### config.mk
export PLATFORM = sky130hd
export DESIGN_NAME = pmae_panel
export DESIGN_NICKNAME = d
export VERILOG_FILES = /design/src/inc/pmae_pkg.sv /design/src/logic/pmae_activity.sv /design/src/logic/pmae_panel.sv
export VERILOG_INCLUDE_DIRS = /design/src /design/src/inc
export SDC_FILE = /design/constraint.sdc
export NUM_CORES = 1
export LEC_CHECK = 0
export BUFFER_PORTS_ARGS = -buffer_cell sky130_fd_sc_hd__buf_2
export CAP_MARGIN = 15
export CORE_MARGIN = 2
export CORE_UTILIZATION = 35
export DETAILED_ROUTE_END_ITERATION = 10
export SKIP_CTS_REPAIR_TIMING = 1
export SYNTH_ARGS = -nofsm -noshare
export SYNTH_HDL_FRONTEND = slang
export SYNTH_SLANG_ARGS = --single-unit
### constraint.sdc
create_clock -name clk -period 2.05 [get_ports clk]
set_input_delay 0 -clock clk [delete_from_list [all_inputs] [get_ports clk]]
set_output_delay 0 -clock clk [all_outputs]
set_load 0.02 [all_outputs]
### src/inc/pmae_defines.svh
`ifndef PMAE_DEFINES_SVH
`define PMAE_DEFINES_SVH

// ****************************************
// Timing, in their own units and in cycles
// ****************************************
`define PMAE_CLK_HZ        40000000
`define PMAE_HOLD_MS       3000
`define PMAE_IDLE_MS       10000
`define PMAE_DBL_MS        400
`define PMAE_DEB_MS        20
`define PMAE_FLASH_MS      250
`define PMAE_STRETCH_MS    50
`define PMAE_MS_CYC        (`PMAE_CLK_HZ / 1000)
`define PMAE_CONFIRM_FLASH 3

// ****************************************
// Display codes
// ****************************************
`define PMAE_CODE_C        4'hC
`define PMAE_CODE_F        4'hF
`define PMAE_DIGIT_MAX     4'h9

`endif

### src/inc/pmae_pkg.sv
package pmae_pkg;

    typedef enum logic [1:0] {
        PMAE_MODE_RUN   = 2'h0,
        PMAE_MODE_CFG   = 2'h1,
        PMAE_MODE_DEBUG = 2'h2
    } pmae_mode_t;

    typedef enum logic [2:0] {
        PMAE_ST_SHOW    = 3'h0,
        PMAE_ST_TENS    = 3'h1,
        PMAE_ST_UNITS   = 3'h3,
        PMAE_ST_CONFIRM = 3'h2
    } pmae_state_t;

endpackage : pmae_pkg

### src/logic/pmae_activity.sv
`timescale 1ns/1ps
`default_nettype none
`include "pmae_defines.svh"

module pmae_activity #(
    parameter int STRETCH_CYC = 40
) (
    input  wire logic clk,
    input  wire logic rst,
    input  wire logic tick_ms,
    input  wire logic flash,
    input  wire logic busy,
    output logic      led
);
    logic [1:0] sync;
    logic [7:0] hold;

    // Synchronise the activity level
    always_ff @(posedge clk) begin
        if (rst) begin
            sync <= 2'h0;
        end else begin
            sync <= {sync[0], busy};
        end
    end

    // Stretch each burst to a visible length
    always_ff @(posedge clk) begin
        if (rst) begin
            hold <= 8'h00;
        end else if (sync[1]) begin
            hold <= 8'(STRETCH_CYC);
        end else if (tick_ms && hold != 8'h00) begin
            hold <= hold - 8'h01;
        end
    end

    // Blink while active, dark when idle
    always_ff @(posedge clk) begin
        if (rst) begin
            led <= 1'b0;
        end else begin
            led <= (hold != 8'h00) && flash;
        end
    end
endmodule : pmae_activity
`default_nettype wire

### src/logic/pmae_panel.sv
`timescale 1ns/1ps
`default_nettype none
`include "pmae_defines.svh"

module pmae_panel #(
    parameter int HOLD_MS = `PMAE_HOLD_MS,
    parameter int IDLE_MS = `PMAE_IDLE_MS,
    parameter int DBL_MS  = `PMAE_DBL_MS,
    parameter int DEB_MS  = `PMAE_DEB_MS,
    parameter int FLASH_MS = `PMAE_FLASH_MS,
    parameter int MS_CYC  = `PMAE_MS_CYC
) (
    input  wire logic       clk,
    input  wire logic       rst,
    input  wire logic       sw_debug,
    input  wire logic       sw_config,
    input  wire logic       button,
    input  wire logic [3:0] stored_tens,
    input  wire logic [3:0] stored_units,
    input  wire logic       ser_tx_busy,
    input  wire logic       ser_rx_busy,
    input  wire logic       fb_tx_busy,
    input  wire logic       fb_rx_busy,
    output logic [1:0]      mode,
    output logic            comm_on_rs485,
    output logic            debug_on_rs232,
    output logic            cfg_on_rs232,
    output logic [3:0]      disp_tens,
    output logic [3:0]      disp_units,
    output logic            disp_tens_on,
    output logic            disp_units_on,
    output logic [6:0]      slave_addr,
    output logic            addr_write,
    output logic            ser_tx_led,
    output logic            ser_rx_led,
    output logic            fb_tx_led,
    output logic            fb_rx_led
);
    // ****************************************
    // Time base
    // ****************************************
    logic [15:0] pre_cnt;
    logic        tick_ms;
    logic [15:0] flash_cnt;
    logic        flash;

    // Millisecond enable pulse
    always_ff @(posedge clk) begin
        if (rst) begin
            pre_cnt <= 16'h0000;
            tick_ms <= 1'b0;
        end else if (pre_cnt == 16'(MS_CYC - 1)) begin
            pre_cnt <= 16'h0000;
            tick_ms <= 1'b1;
        end else begin
            pre_cnt <= pre_cnt + 16'h0001;
            tick_ms <= 1'b0;
        end
    end

    // Flash phase for blinking digits and lamps
    always_ff @(posedge clk) begin
        if (rst) begin
            flash_cnt <= 16'h0000;
            flash     <= 1'b1;
        end else if (tick_ms) begin
            if (flash_cnt == 16'(FLASH_MS - 1)) begin
                flash_cnt <= 16'h0000;
                flash     <= ~flash;
            end else begin
                flash_cnt <= flash_cnt + 16'h0001;
            end
        end
    end

    // ****************************************
    // Mode capture
    // ****************************************
    logic [1:0] sw_sync0;
    logic [1:0] sw_sync1;
    logic [1:0] cap_wait;
    logic       captured;
    pmae_pkg::pmae_mode_t next_mode;

    // Switches through two flops
    always_ff @(posedge clk) begin
        if (rst) begin
            sw_sync0 <= 2'h0;
            sw_sync1 <= 2'h0;
        end else begin
            sw_sync0 <= {sw_config, sw_debug};
            sw_sync1 <= sw_sync0;
        end
    end

    // Decode of the synchronised switch pair
    always_comb begin
        if (sw_sync1[1]) begin
            next_mode = pmae_pkg::PMAE_MODE_CFG;
        end else if (sw_sync1[0]) begin
            next_mode = pmae_pkg::PMAE_MODE_DEBUG;
        end else begin
            next_mode = pmae_pkg::PMAE_MODE_RUN;
        end
    end

    // Latch once after reset release, then freeze
    always_ff @(posedge clk) begin
        if (rst) begin
            cap_wait       <= 2'h0;
            captured       <= 1'b0;
            mode           <= pmae_pkg::PMAE_MODE_RUN;
            comm_on_rs485  <= 1'b0;
            debug_on_rs232 <= 1'b0;
            cfg_on_rs232   <= 1'b0;
        end else if (!captured) begin
            if (cap_wait == 2'h3) begin
                captured       <= 1'b1;
                mode           <= next_mode;
                comm_on_rs485  <= next_mode == pmae_pkg::PMAE_MODE_DEBUG;
                debug_on_rs232 <= next_mode == pmae_pkg::PMAE_MODE_DEBUG;
                cfg_on_rs232   <= next_mode == pmae_pkg::PMAE_MODE_CFG;
            end else begin
                cap_wait <= cap_wait + 2'h1;
            end
        end
    end

    // ****************************************
    // Button conditioning
    // ****************************************
    logic [1:0]  btn_sync;
    logic        btn_db;
    logic [7:0]  deb_cnt;
    logic        btn_prev;
    logic        press;
    logic        release_ev;
    logic [15:0] hold_cnt;
    logic        hold_done;
    logic        long_fired;

    always_ff @(posedge clk) begin
        if (rst) begin
            btn_sync <= 2'h0;
        end else begin
            btn_sync <= {btn_sync[0], button};
        end
    end

    // Debounce: level must stay for the debounce time
    always_ff @(posedge clk) begin
        if (rst) begin
            btn_db  <= 1'b0;
            deb_cnt <= 8'h00;
        end else if (btn_sync[1] == btn_db) begin
            deb_cnt <= 8'h00;
        end else if (tick_ms) begin
            if (deb_cnt == 8'(DEB_MS - 1)) begin
                btn_db  <= btn_sync[1];
                deb_cnt <= 8'h00;
            end else begin
                deb_cnt <= deb_cnt + 8'h01;
            end
        end
    end

    // Edges of the clean button
    always_ff @(posedge clk) begin
        if (rst) begin
            btn_prev   <= 1'b0;
            press      <= 1'b0;
            release_ev <= 1'b0;
        end else begin
            btn_prev   <= btn_db;
            press      <= btn_db && !btn_prev;
            // A release that ends a long hold is not a click
            release_ev <= !btn_db && btn_prev && !long_fired;
        end
    end

    // Long-press timer, one firing per hold
    always_ff @(posedge clk) begin
        if (rst) begin
            hold_cnt   <= 16'h0000;
            hold_done  <= 1'b0;
            long_fired <= 1'b0;
        end else if (!btn_db) begin
            hold_cnt   <= 16'h0000;
            hold_done  <= 1'b0;
            long_fired <= 1'b0;
        end else if (tick_ms && !long_fired) begin
            if (hold_cnt == 16'(HOLD_MS - 1)) begin
                hold_done  <= 1'b1;
                long_fired <= 1'b1;
            end else begin
                hold_cnt <= hold_cnt + 16'h0001;
            end
        end else begin
            hold_done <= 1'b0;
        end
    end

    // ****************************************
    // Address entry
    // ****************************************
    pmae_pkg::pmae_state_t state;
    logic [15:0] dbl_cnt;
    logic        dbl_armed;
    logic [15:0] idle_cnt;
    logic [3:0]  edit_tens;
    logic [3:0]  edit_units;
    logic [2:0]  conf_left;
    logic        flash_prev;
    logic        short_click;
    logic        click_ok;

    // Only presses made inside the edit count as clicks
    always_ff @(posedge clk) begin
        if (rst || state == pmae_pkg::PMAE_ST_SHOW) begin
            click_ok <= 1'b0;
        end else if (press) begin
            click_ok <= 1'b1;
        end
    end

    assign short_click = release_ev && click_ok;

    // Double-press window, from the first press
    always_ff @(posedge clk) begin
        if (rst || state != pmae_pkg::PMAE_ST_SHOW) begin
            dbl_armed <= 1'b0;
            dbl_cnt   <= 16'h0000;
        end else if (press) begin
            dbl_armed <= !dbl_armed;
            dbl_cnt   <= 16'h0000;
        end else if (dbl_armed && tick_ms) begin
            if (dbl_cnt == 16'(DBL_MS - 1)) begin
                dbl_armed <= 1'b0;
            end else begin
                dbl_cnt <= dbl_cnt + 16'h0001;
            end
        end
    end

    // Idle timer during editing
    always_ff @(posedge clk) begin
        if (rst || press || btn_db) begin
            idle_cnt <= 16'h0000;
        end else if (tick_ms) begin
            idle_cnt <= idle_cnt + 16'h0001;
        end
    end

    always_ff @(posedge clk) begin
        if (rst) begin
            flash_prev <= 1'b0;
        end else begin
            flash_prev <= flash;
        end
    end

    // Entry state machine
    always_ff @(posedge clk) begin
        if (rst) begin
            state      <= pmae_pkg::PMAE_ST_SHOW;
            edit_tens  <= 4'h0;
            edit_units <= 4'h0;
            conf_left  <= 3'h0;
            slave_addr <= 7'h00;
            addr_write <= 1'b0;
        end else begin
            addr_write <= 1'b0;
            case (state)
                pmae_pkg::PMAE_ST_SHOW: begin
                    slave_addr <= 7'(stored_tens) * 7'h0A
                        + 7'(stored_units);
                    if (captured && mode == pmae_pkg::PMAE_MODE_RUN
                        && press && dbl_armed) begin
                        edit_tens  <= stored_tens;
                        edit_units <= stored_units;
                        state      <= pmae_pkg::PMAE_ST_TENS;
                    end
                end
                pmae_pkg::PMAE_ST_TENS: begin
                    if (idle_cnt >= 16'(IDLE_MS)) begin
                        state <= pmae_pkg::PMAE_ST_SHOW;
                    end else if (hold_done) begin
                        state <= pmae_pkg::PMAE_ST_UNITS;
                    end else if (short_click) begin
                        edit_tens <= (edit_tens >= `PMAE_DIGIT_MAX)
                            ? 4'h0 : edit_tens + 4'h1;
                    end
                end
                pmae_pkg::PMAE_ST_UNITS: begin
                    if (idle_cnt >= 16'(IDLE_MS)) begin
                        state <= pmae_pkg::PMAE_ST_SHOW;
                    end else if (hold_done) begin
                        slave_addr <= 7'(edit_tens) * 7'h0A
                            + 7'(edit_units);
                        addr_write <= 1'b1;
                        conf_left  <= 3'(`PMAE_CONFIRM_FLASH);
                        state      <= pmae_pkg::PMAE_ST_CONFIRM;
                    end else if (short_click) begin
                        edit_units <= (edit_units >= `PMAE_DIGIT_MAX)
                            ? 4'h0 : edit_units + 4'h1;
                    end
                end
                pmae_pkg::PMAE_ST_CONFIRM: begin
                    if (flash && !flash_prev) begin
                        if (conf_left == 3'h1) begin
                            state <= pmae_pkg::PMAE_ST_SHOW;
                        end
                        conf_left <= conf_left - 3'h1;
                    end
                end
                default: state <= pmae_pkg::PMAE_ST_SHOW;
            endcase
        end
    end

    // ****************************************
    // Display drive
    // ****************************************
    always_ff @(posedge clk) begin
        if (rst) begin
            disp_tens     <= 4'h0;
            disp_units    <= 4'h0;
            disp_tens_on  <= 1'b0;
            disp_units_on <= 1'b0;
        end else if (captured && mode == pmae_pkg::PMAE_MODE_CFG) begin
            disp_tens     <= `PMAE_CODE_C;
            disp_units    <= `PMAE_CODE_F;
            disp_tens_on  <= 1'b1;
            disp_units_on <= 1'b1;
        end else begin
            case (state)
                pmae_pkg::PMAE_ST_TENS: begin
                    disp_tens     <= edit_tens;
                    disp_units    <= edit_units;
                    disp_tens_on  <= flash;
                    disp_units_on <= 1'b1;
                end
                pmae_pkg::PMAE_ST_UNITS: begin
                    disp_tens     <= edit_tens;
                    disp_units    <= edit_units;
                    disp_tens_on  <= 1'b1;
                    disp_units_on <= flash;
                end
                pmae_pkg::PMAE_ST_CONFIRM: begin
                    disp_tens     <= edit_tens;
                    disp_units    <= edit_units;
                    disp_tens_on  <= !flash;
                    disp_units_on <= !flash;
                end
                default: begin
                    disp_tens     <= stored_tens;
                    disp_units    <= stored_units;
                    disp_tens_on  <= captured;
                    disp_units_on <= captured;
                end
            endcase
        end
    end

    // ****************************************
    // Activity lamps
    // ****************************************
    localparam int STRETCH = `PMAE_STRETCH_MS;

    pmae_activity #(.STRETCH_CYC(STRETCH)) u_ser_tx (
        .clk(clk), .rst(rst), .tick_ms(tick_ms), .flash(flash),
        .busy(ser_tx_busy), .led(ser_tx_led));
    pmae_activity #(.STRETCH_CYC(STRETCH)) u_ser_rx (
        .clk(clk), .rst(rst), .tick_ms(tick_ms), .flash(flash),
        .busy(ser_rx_busy), .led(ser_rx_led));
    pmae_activity #(.STRETCH_CYC(STRETCH)) u_fb_tx (
        .clk(clk), .rst(rst), .tick_ms(tick_ms), .flash(flash),
        .busy(fb_tx_busy), .led(fb_tx_led));
    pmae_activity #(.STRETCH_CYC(STRETCH)) u_fb_rx (
        .clk(clk), .rst(rst), .tick_ms(tick_ms), .flash(flash),
        .busy(fb_rx_busy), .led(fb_rx_led));
endmodule : pmae_panel
`default_nettype wire

==> reports/metrics.yaml, run 1 <==
status: "finished with violations"
violations: "hold timing"
place_area_sq_mm: 0.00952
grtUsageTotal: 0.133
worstPathArrival_ns: 2.32
pin_count: 44
critical_path.endpoint: "slave_addr[6]"
ys_types: 62
synthFlopType: "dfxtp_1"
rsz0062_at_grt: "yes"
place_hpwl_mm: 12.0
cts-root-buf: "clkbuf_16"
ys.warnings.count: 0
ys_top_cells_by_area: "dfxtp_1 (43%), xor2_1 (7.1%), nor2_1 (7.0%), ha_1 (5.6%), xnor2_1 (4.8%)"
syn_inst: 980
max_clock_freq_ghz: 0.494
port_buffers: 43
grt_max_degree: 43
synth_compound_area_frac: 0.0953
cp_max_fo: 2
r2r-start: "edit_tens[1]"
synth_xor_area_frac: 0.119
die_x_um: 162
cts.clk_slew.worst_paths_ns: 0.07
stdcell_area_sq_mm: 0.0103
finalWirelength_mm: 17.1
die_h_um: 162
cellLeakagePower_nw: 3.95
antenna_cells: 0
cts_tree: "yes"
period_needed_ns: 2.03
grt_pass1_wl_mm: 29.1
gr-total-overflow: 0
ys_seq_area_frac: 0.426
syn_nets: 1040
clock_skew_ns: 0.00934
cp_slowest_cell: "fa_1"
clk_latency_ns: 0.43
synth_mux_area_frac: 0.0206
synth_top_area_cell: "dfxtp_1"
tightest_slew_ns: 0.697
nets: 1119
htreeDepth: 4
viasPerCell: 4.76
vias: 6634
synth_top_area_frac: 0.426
synth.avg_cell_area_sq_um: 8.92
start_kind: "flop"
cts_buffers: 17
r2r_end: "slave_addr[6]"
slew_viol_final: 0
reg2reg_depth: 8
antenna_found_initial: 0
drv_cap: 0
power_density_mw_per_mm2: 766
critPathKind: "reg2reg"
slew-limit-headroom: 0.533
synth_fa_ha_area_frac: 0.0650
clock_sinks: 186
synth_edf_count: 0
async_flop_share: 0
syn_area_sq_mm: 0.00874
ant_nets: 0
regToRegSetupSlack_ns: 0.02
ys_ff_latch: 186
end_kind: "flop"
globalplace.congestion: 0.798
max-vdd-ir-drop_mv: 0.538
path_cells: "ha_4, ha_4, inv_2, fa_1, nor4b_2, xnor2_1, o211ai_1, a21oi_1"
core-area_sq_mm: 0.0244
avgRoutedWirePerCell_um: 12.3
hold_path_class: "in2reg"
synth_top_family_by_area: "simple AND/OR/NAND/NOR gates"
synthSimpleGateAreaFrac: 0.235
drt-initial-drc-count: 388
worst_path_most_repeated_cell: "ha_4"
cpPeakStageDelay_ns: 0.48
area_delta_synth_final_pct: 17.5
drc: 0
setup_viol: 0
required_ns: 2.34
whs_ns: -0.0226
die-area_sq_mm: 0.0263
grt_pass1_vias: 6235
crit_start: "edit_tens[1]"
worst_slack_ns: 0.0241
drive_above_1_share: 0.126
start_util: 0.358
dp_slack_ns: -0.0620
dr.pass1.iters: 4
fin_crit_sh: 0.988
cts.path.max_buffers: 2
row_count: 57
hold_viol: 1
## power breakdown
group          internal, mW  switching [mW]
clock                  1.83            1.43
combinational         0.348           0.454
sequential             3.73          0.0689
## sequential cells by signal, summed over array words and instances (netlist names), 3 cells and up
| register | count |
|---|---|
| conf_left | 3 |
| dbl_cnt | 16 |
| deb_cnt | 8 |
| disp_tens | 4 |
| disp_units | 4 |
| edit_tens | 4 |
| edit_units | 4 |
| flash_cnt | 16 |
| hold_cnt | 16 |
| idle_cnt | 16 |
| pre_cnt | 16 |
| slave_addr | 7 |
| u_fb_rx.hold | 8 |
| u_fb_tx.hold | 8 |
| u_ser_rx.hold | 8 |
| u_ser_tx.hold | 8 |
## critical path, delay by kind of cell (launching register included)
| kind | cells | cell delay, ns |
|---|---|---|
| buffers and inverters | 1 | 0.03 |
| AO/OA/AOI/OAI | 2 | 0.25 |
| XOR/XNOR | 1 | 0.11 |
| flip-flops | 1 | 0.33 |
| AND/OR/NAND/NOR | 1 | 0.31 |
| adder cells (fa/ha/maj) | 3 | 0.87 |
## area by class of cell
class / count / area (sq um)
Inverter: 52 / 195
Multi-Input combinational cell: 707 / 4720
Sequential cell: 186 / 3730
Clock inverter: 13 / 145
Fill cell: 2390 / 14100
Clock buffer: 18 / 439
Tap cell: 324 / 405
Timing Repair Buffer: 95 / 638
## cells in the mapped netlist, types with 12 or more instances
cell,n
a21oi_1,49
and3_1,14
clkbuf_1,22
dfxtp_1,186
ha_1,39
inv_1,52
mux2i_1,18
nand2_1,59
nand3_1,23
nand4_1,27
nor2_1,163
nor2b_1,21
nor3_1,20
nor4_1,12
o21ai_0,16
xnor2_1,48
xor2_1,71
## cell usage in the layout, fill, tap and decap left out, drive strengths merged, types with 6 or more instances in the layout
cell         Yosys  final
nor4            14     14
mux2i           18     18
or3              7      7
nand4           27     27
nor3b            6      6
o21ai           17     17
nand3           23     23
xnor2           48     48
buf             13     82
o211ai           7      7
and4            10     10
nand2b           8      8
inv             52     55
clkbuf          22     18
a21oi           49     49
nor3            20     20
xor2            71     71
nor2b           21     21
a211oi          12     12
nor2           163    163
nor4b            6      6
ha              39     39
dlygate4sd3      0     13
and3            14     14
dfxtp          186    186
and2             6      6
a31oi            7      7
nand2           59     59
## worst min path at each step
| stage | startpoint | end | depth (start not counted) |
|---|---|---|---|
| after floorplan | button | btn_sync[0] | 1 |
| after global placement | fb_rx_busy | u_fb_rx.sync[0] | 2 |
| after detailed placement | sw_config | sw_sync0[1] | 2 |
| after CTS | sw_config | sw_sync0[1] | 2 |
| after global routing | stored_units[2] | disp_units[2] | 3 |
| final | stored_units[2] | disp_units[2] | 3 |
## logic make-up (layout without fill, tap and decap cells)
logic type	Yosys count	in the layout
compound gates	121	121
xor+xnor	119	119
fa+ha+maj	43	43
buf+inv	87	178
flops	186	186
mux	18	18
simple gates	406	406
## per-layer routing
metal	track usage	up-vias	wire (um)
met1	0.180	3054	8760
met4	0.0406	0	187
met2	0.213	73	7690
met3	0.0263	15	477
li1	-	3492	-
met5	0	-	0
## stage by stage
step           cells   util  setup TNS [ns]  power [mW]
5_1_grt         1395  0.421         -0.0529        8.21
3_3_place_gp    1351  0.390         -0.0180        4.65
6_report        1395  0.421               0        7.87
3_5_place_dp    1351  0.390         -0.0620        4.66
2_1_floorplan    980      -               0        4.41
4_1_cts         1382  0.414         -0.0233        7.95
No activity file was read; power rests on OpenSTA's default activity.
==> run 2: changes to the inputs <==
--- a/config.mk
+++ b/config.mk
@@ -9,8 +9,9 @@
 export BUFFER_PORTS_ARGS = -buffer_cell sky130_fd_sc_hd__buf_2
 export CAP_MARGIN = 15
 export CORE_MARGIN = 2
-export CORE_UTILIZATION = 35
+export CORE_UTILIZATION = 55
 export DETAILED_ROUTE_END_ITERATION = 10
+export PLACE_DENSITY = 0.76
 export SKIP_CTS_REPAIR_TIMING = 1
 export SYNTH_ARGS = -nofsm -noshare
 export SYNTH_HDL_FRONTEND = slang
==> run 2 against run 1 <==
Compared with the run above:
- the run now ends clean
- maximum frequency down 0.91%
- first-iteration DRC count down 14%
- register-to-register slack worse by 0.02 ns
- critical endpoint unchanged
- die area down 36%
- critical path type unchanged
- sequential share of layout area up 0.50 points
- combinational power up 1%
==> reports/metrics.yaml, run 2 (synthesis results as in run 1) <==
status: "completed"  # was finished with violations
rsz0062_at_grt: "yes"  # unchanged
die_x_um: 130  # was 162 um
row_count: 46  # was 57
drt-initial-drc-count: 334  # was 388
drc: 0  # unchanged
hold_viol: 0  # was 1
critPathKind: "reg2reg"  # unchanged
fin_crit_sh: 0.997  # was 0.988
power_density_mw_per_mm2: 789  # was 766 mW/mm^2
max_clock_freq_ghz: 0.489  # was 0.494 GHz
cts.path.max_buffers: 2  # unchanged
end_kind: "flop"  # unchanged
setup-tns-final_ns: 0  # unchanged
cts_buffers: 17  # unchanged
cts-root-buf: "clkbuf_16"  # unchanged
mostFrequentLayoutCell: "dfxtp_1"  # unchanged
drv_cap: 0  # unchanged
vias: 6901  # was 6634
period_needed_ns: 2.04  # was 2.03 ns
place_hpwl_mm: 11.7  # was 12.0 mm
avgRoutedWirePerCell_um: 13.4  # was 12.3 um
grtUsageTotal: 0.211  # was 0.133
seqPwrFrac: 0.476  # was 0.483
cts.clk_slew.worst_paths_ns: 0.07  # about the same
required_ns: 2.37  # was 2.34 ns
slew-limit-headroom: 0.583  # was 0.533
antenna_cells: 0  # unchanged
clk_latency_ns: 0.43  # about the same
cp_max_fo: 2  # unchanged
pwr-share-clk: 0.423  # was 0.415
start_util: 0.556  # was 0.358
clock_skew_ns: 0.00755  # was 0.00934 ns
grt_max_degree: 24  # was 43
slew_viol_final: 0  # unchanged
cts_tree: "yes"  # unchanged
dp_slack_ns: -0.0340  # was -0.0620 ns
viasPerCell: 5.37  # was 4.76
start_kind: "flop"  # unchanged
fill_cells: 1311  # was 2390
gr-total-overflow: 0  # unchanged
final_util: 0.645  # was 0.421
worst_slack_ns: 0.00543  # was 0.0241 ns
port_buffers: 43  # unchanged
finalWirelength_mm: 17.3  # was 17.1 mm
nets: 1115  # was 1119
whs_ns: 0.00648  # was -0.0226 ns
setup_viol: 0  # unchanged
htreeDepth: 4  # unchanged
tightest_slew_ns: 0.625  # was 0.697 ns
hold_path_class: "in2reg"  # unchanged
p_sw_mw: 1.98  # was 1.95 mW
pin_count: 44  # unchanged
clock_sinks: 186  # unchanged
die-area_sq_mm: 0.0169  # was 0.0263 sq mm
switching_share: 0.248  # about the same
ant_nets: 0  # unchanged
seq_area_sq_mm: 0.00373  # unchanged
core-area_sq_mm: 0.0157  # was 0.0244 sq mm
die_h_um: 130  # was 162 um
drive_above_1_share: 0.119  # was 0.126
grt_pass1_wl_mm: 28.9  # was 29.1 mm
grt_pass1_vias: 6279  # was 6235
area_delta_synth_final_pct: 15.9  # was 17.5%
max-vdd-ir-drop_mv: 0.799  # was 0.538 mV
multi_input_area_sq_mm: 0.00472  # about the same
worstPathArrival_ns: 2.37  # was 2.32 ns
dr.pass1.iters: 5  # was 4
power_frac_comb: 0.102  # about the same
intPower_mw: 6.02  # was 5.91 mW
power_mw: 8.00  # was 7.87 mW
cellLeakagePower_nw: 3.96  # was 3.95 nW
globalplace.congestion: 0.849  # was 0.798
final_cell_mix: "dfxtp_1 (184), nor2_1 (163), xor2_1 (71), nand2_1 (59), inv_1 (51)"  # unchanged
antenna_found_initial: 0  # unchanged
-- run 2: final cells by class --
| class | instances | share of cell area |
|---|---|---|
| tap | 216 | 0.0267 |
| timing repair buffer | 91 | 0.0613 |
| clock buffer | 19 | 0.0427 |
| inverter | 52 | 0.0193 |
| sequential | 186 | 0.368 |
| clock inverter | 13 | 0.0166 |
| multi-input combinational | 707 | 0.466 |
-- run 2: path summary, 6_finish.rpt --
path,start,to,slack [ns],depth (start not counted)
setup / recovery,edit_tens[3],slave_addr[6],0.005,8
hold / removal,rst,u_fb_rx.sync[0],0.006,2
setup reg to reg,edit_tens[3],slave_addr[6],0.005,8
hold reg to reg,btn_prev,press,0.43,1
-- run 2: layer usage --
| metal | up-vias | part of all wire | routed length (um) | track usage |
|---|---|---|---|---|
| met5 | - | 0 | 0 | 0 |
| met3 | 20 | 0.040 | 687 | 0.0467 |
| met2 | 125 | 0.47 | 8070 | 0.347 |
| li1 | 3508 | - | - | - |
| met4 | 0 | 0.013 | 223 | 0.0481 |
| met1 | 3248 | 0.48 | 8270 | 0.285 |
-- run 2: power groups by stage --
stage / Sequential (mW) / Combinational (mW) / Clock (mW)
6_report: 3.80 / 0.812 / 3.38
4_1_cts: 3.80 / 0.771 / 3.44
5_1_grt: 3.82 / 0.902 / 3.60
3_5_place_dp: 3.88 / 0.764 / 0
3_3_place_gp: 3.88 / 0.752 / 0
2_1_floorplan: 3.94 / 0.471 / 0
-- run 2: through the flow --
stage | std cells | area [sq um]
finish | 1284 | 10100
global route | 1284 | 10100
CTS | 1268 | 9940
detailed placement | 1236 | 9340
global placement | 1236 | 9340
floorplan | 980 | 8750
-- run 2: critical path, stage by stage (launching register included) --
cell and delay [ns]:
dfxtp_2 0.34, ha_4 0.27, ha_4 0.11, inv_2 0.03, fa_1 0.50, nor4b_4 0.30, xnor2_1 0.11, o211ai_1 0.19
a21oi_1 0.08
==> run 3: changes to the inputs <==
--- a/config.mk
+++ b/config.mk
@@ -8,10 +8,12 @@
 export LEC_CHECK = 0
 export BUFFER_PORTS_ARGS = -buffer_cell sky130_fd_sc_hd__buf_2
 export CAP_MARGIN = 15
+export CORE_ASPECT_RATIO = 0.75
 export CORE_MARGIN = 2
 export CORE_UTILIZATION = 55
 export DETAILED_ROUTE_END_ITERATION = 10
 export PLACE_DENSITY = 0.76
+export REMOVE_ABC_BUFFERS = 1
 export SKIP_CTS_REPAIR_TIMING = 1
 export SYNTH_ARGS = -nofsm -noshare
 export SYNTH_HDL_FRONTEND = slang
==> run 3 against run 2 <==
Compared with the run above:
- maximum frequency is 1.1% lower
- setup slack worse by 0.024 ns
- die area hardly changed
- clock skew is 0.0029 ns higher
- clock power is 1% lower
- core utilization is 1.3 points higher
- final area is 0.20% lower
- power is 0.66% lower
- via count is 1.2% lower
- flip-flop and latch count stayed put
- the flow now finishes with violations (hold timing, setup timing)
==> reports/metrics.yaml, run 3 (synthesis results as in run 1) <==
required_ns: 2.36  # was 2.37 ns
post-place-cells: 1225  # was 1236
grt_pass1_wl_mm: 29.9  # was 28.9 mm
start_kind: "flop"  # unchanged
grtUsageTotal: 0.214  # was 0.211
setup-tns-final_ns: -0.0181  # was 0 ns
max-vdd-ir-drop_mv: 0.550  # was 0.799 mV
path_buf_inv: 1  # unchanged
cts_buffers: 17  # unchanged
row_count: 39  # was 46
critPathKind: "reg2reg"  # unchanged
whs_ns: -0.0130  # was 0.00648 ns
dr.pass1.iters: 5  # unchanged
cts.clk_slew.worst_paths_ns: 0.07  # about the same
clock_skew_ns: 0.0104  # was 0.00755 ns
drive_above_1_share: 0.119  # about the same
final_cell_mix: "dfxtp_1 (184), nor2_1 (163), xor2_1 (71), nand2_1 (59), inv_1 (51)"  # unchanged
finalWirelength_mm: 17.5  # was 17.3 mm
place_hpwl_mm: 11.9  # was 11.7 mm
regToRegSetupSlack_ns: -0.02  # was 0.005 ns
grt_max_degree: 72  # was 24
r2r_end: "slave_addr[6]"  # unchanged
core-area_sq_mm: 0.0154  # was 0.0157 sq mm
max_clock_freq_ghz: 0.484  # was 0.489 GHz
end_kind: "flop"  # unchanged
worstPathArrival_ns: 2.38  # was 2.37 ns
slew-limit-headroom: 0.489  # was 0.583
avgRoutedWirePerCell_um: 13.8  # was 13.4 um
mostFrequentLayoutCell: "dfxtp_1"  # unchanged
path_cells: "ha_4, ha_4, inv_2, fa_1, nor4b_2, xnor2_1, o211ai_1, a21oi_1"  # was ha_4, ha_4, inv_2, fa_1, nor4b_4, xnor2_1, o211ai_1, a21oi_1
cpPeakStageDelay_ns: 0.49  # was 0.50 ns
fill_cells: 1289  # was 1311
final_cells: 1270  # was 1284
die_x_um: 150  # was 130 um
port_buffers: 43  # unchanged
area_delta_synth_final_pct: 15.6  # was 15.9%
status: "finished with violations"  # was completed
reg2reg_depth: 8  # unchanged
cts_tree: "yes"  # unchanged
pin_count: 44  # unchanged
violations: "hold timing, setup timing"
cts.path.max_buffers: 2  # unchanged
htreeDepth: 4  # unchanged
antenna_cells: 0  # unchanged
tightest_slew_ns: 0.763  # was 0.625 ns
nets: 1112  # was 1115
die_h_um: 113  # was 130 um
drc: 0  # unchanged
cp_top_family: "adder cells"  # unchanged
power_density_mw_per_mm2: 786  # was 789 mW/mm^2
cp_max_fo: 2  # unchanged
r2r-start: "edit_tens[3]"  # unchanged
hold_viol: 2  # was 0
cp_slowest_cell: "fa_1"  # unchanged
start_util: 0.569  # was 0.556
grt_pass1_vias: 6405  # was 6279
worst_slack_ns: -0.0181  # was 0.00543 ns
viasPerCell: 5.37  # about the same
period_needed_ns: 2.07  # was 2.04 ns
drv_cap: 0  # unchanged
gr-total-overflow: 0  # unchanged
setup_viol: 1  # was 0
fin_crit_sh: 1.01  # was 0.997
place_area_sq_mm: 0.00935  # was 0.00934 sq mm
vias: 6816  # was 6901
drt-initial-drc-count: 460  # was 334
ant_nets: 0  # unchanged
rsz0062_at_grt: "yes"  # unchanged
worst_path_most_repeated_cell: "ha_4"  # unchanged
hold_path_class: "in2reg"  # unchanged
cellLeakagePower_nw: 3.94  # was 3.96 nW
whs_path_depth: 3  # was 2
cts-root-buf: "clkbuf_16"  # unchanged
min_from: "stored_tens[0]"  # was rst
die-area_sq_mm: 0.0169  # about the same
final_util: 0.658  # was 0.645
slew_viol_final: 0  # unchanged
clock_sinks: 186  # unchanged
min_to: "disp_tens[0]"  # was u_fb_rx.sync[0]
stdcell_area_sq_mm: 0.0101  # about the same
antenna_found_initial: 0  # unchanged
clk_latency_ns: 0.43  # about the same
globalplace.congestion: 0.826  # was 0.849
run 3: worst max-delay path by stage:
stage	from	to	slack (ns)	cells past startpoint
floorplan	edit_tens[1]	slave_addr[6]	-0.14	8
global placement	edit_tens[1]	slave_addr[6]	-0.05	8
detailed placement	edit_tens[1]	slave_addr[6]	-0.12	8
CTS	edit_tens[1]	slave_addr[6]	-0.13	8
global route	edit_tens[1]	slave_addr[6]	-0.07	8
finish	edit_tens[3]	slave_addr[6]	-0.02	8
run 3: worst register-to-register path, stage by stage (launching register included):
cell and delay [ns]:
dfxtp_2 0.33, ha_4 0.27, ha_4 0.13, inv_2 0.04, fa_1 0.49, nor4b_2 0.33
xnor2_1 0.12, o211ai_1 0.18, a21oi_1 0.08
run 3: through the flow:
stage	power, mW	setup WS [ns]
after floorplan	4.38	-0.138
after global placement	4.63	-0.0504
after detailed placement	4.65	-0.125
after CTS	7.98	-0.126
after global routing	8.29	-0.0724
final	7.94	-0.0181
run 3: where the power goes:
group / internal, mW / switching [mW] / total, mW
clock network: 1.93 / 1.40 / 3.33
logic: 0.351 / 0.465 / 0.816
registers: 3.73 / 0.0711 / 3.80
run 3: layout make-up:
type                       instances  area (sq um)  area share
timing repair buffer              88           621      0.0614
clock inverter                    14           170      0.0168
clock buffer                      18           429      0.0425
sequential                       186          3730       0.369
inverter                          52           195      0.0193
multi-input combinational        707          4710       0.466
tap                              205           256      0.0254
run 3: per-layer routing:
layer,vias up,wire length (um),part of all wire,GRT usage
met1,3188,9190,0.52,0.311
met2,103,7540,0.43,0.325
li1,3510,-,-,-
met4,0,174,0.0099,0.0502
met5,-,0,0,0
met3,15,609,0.035,0.0472
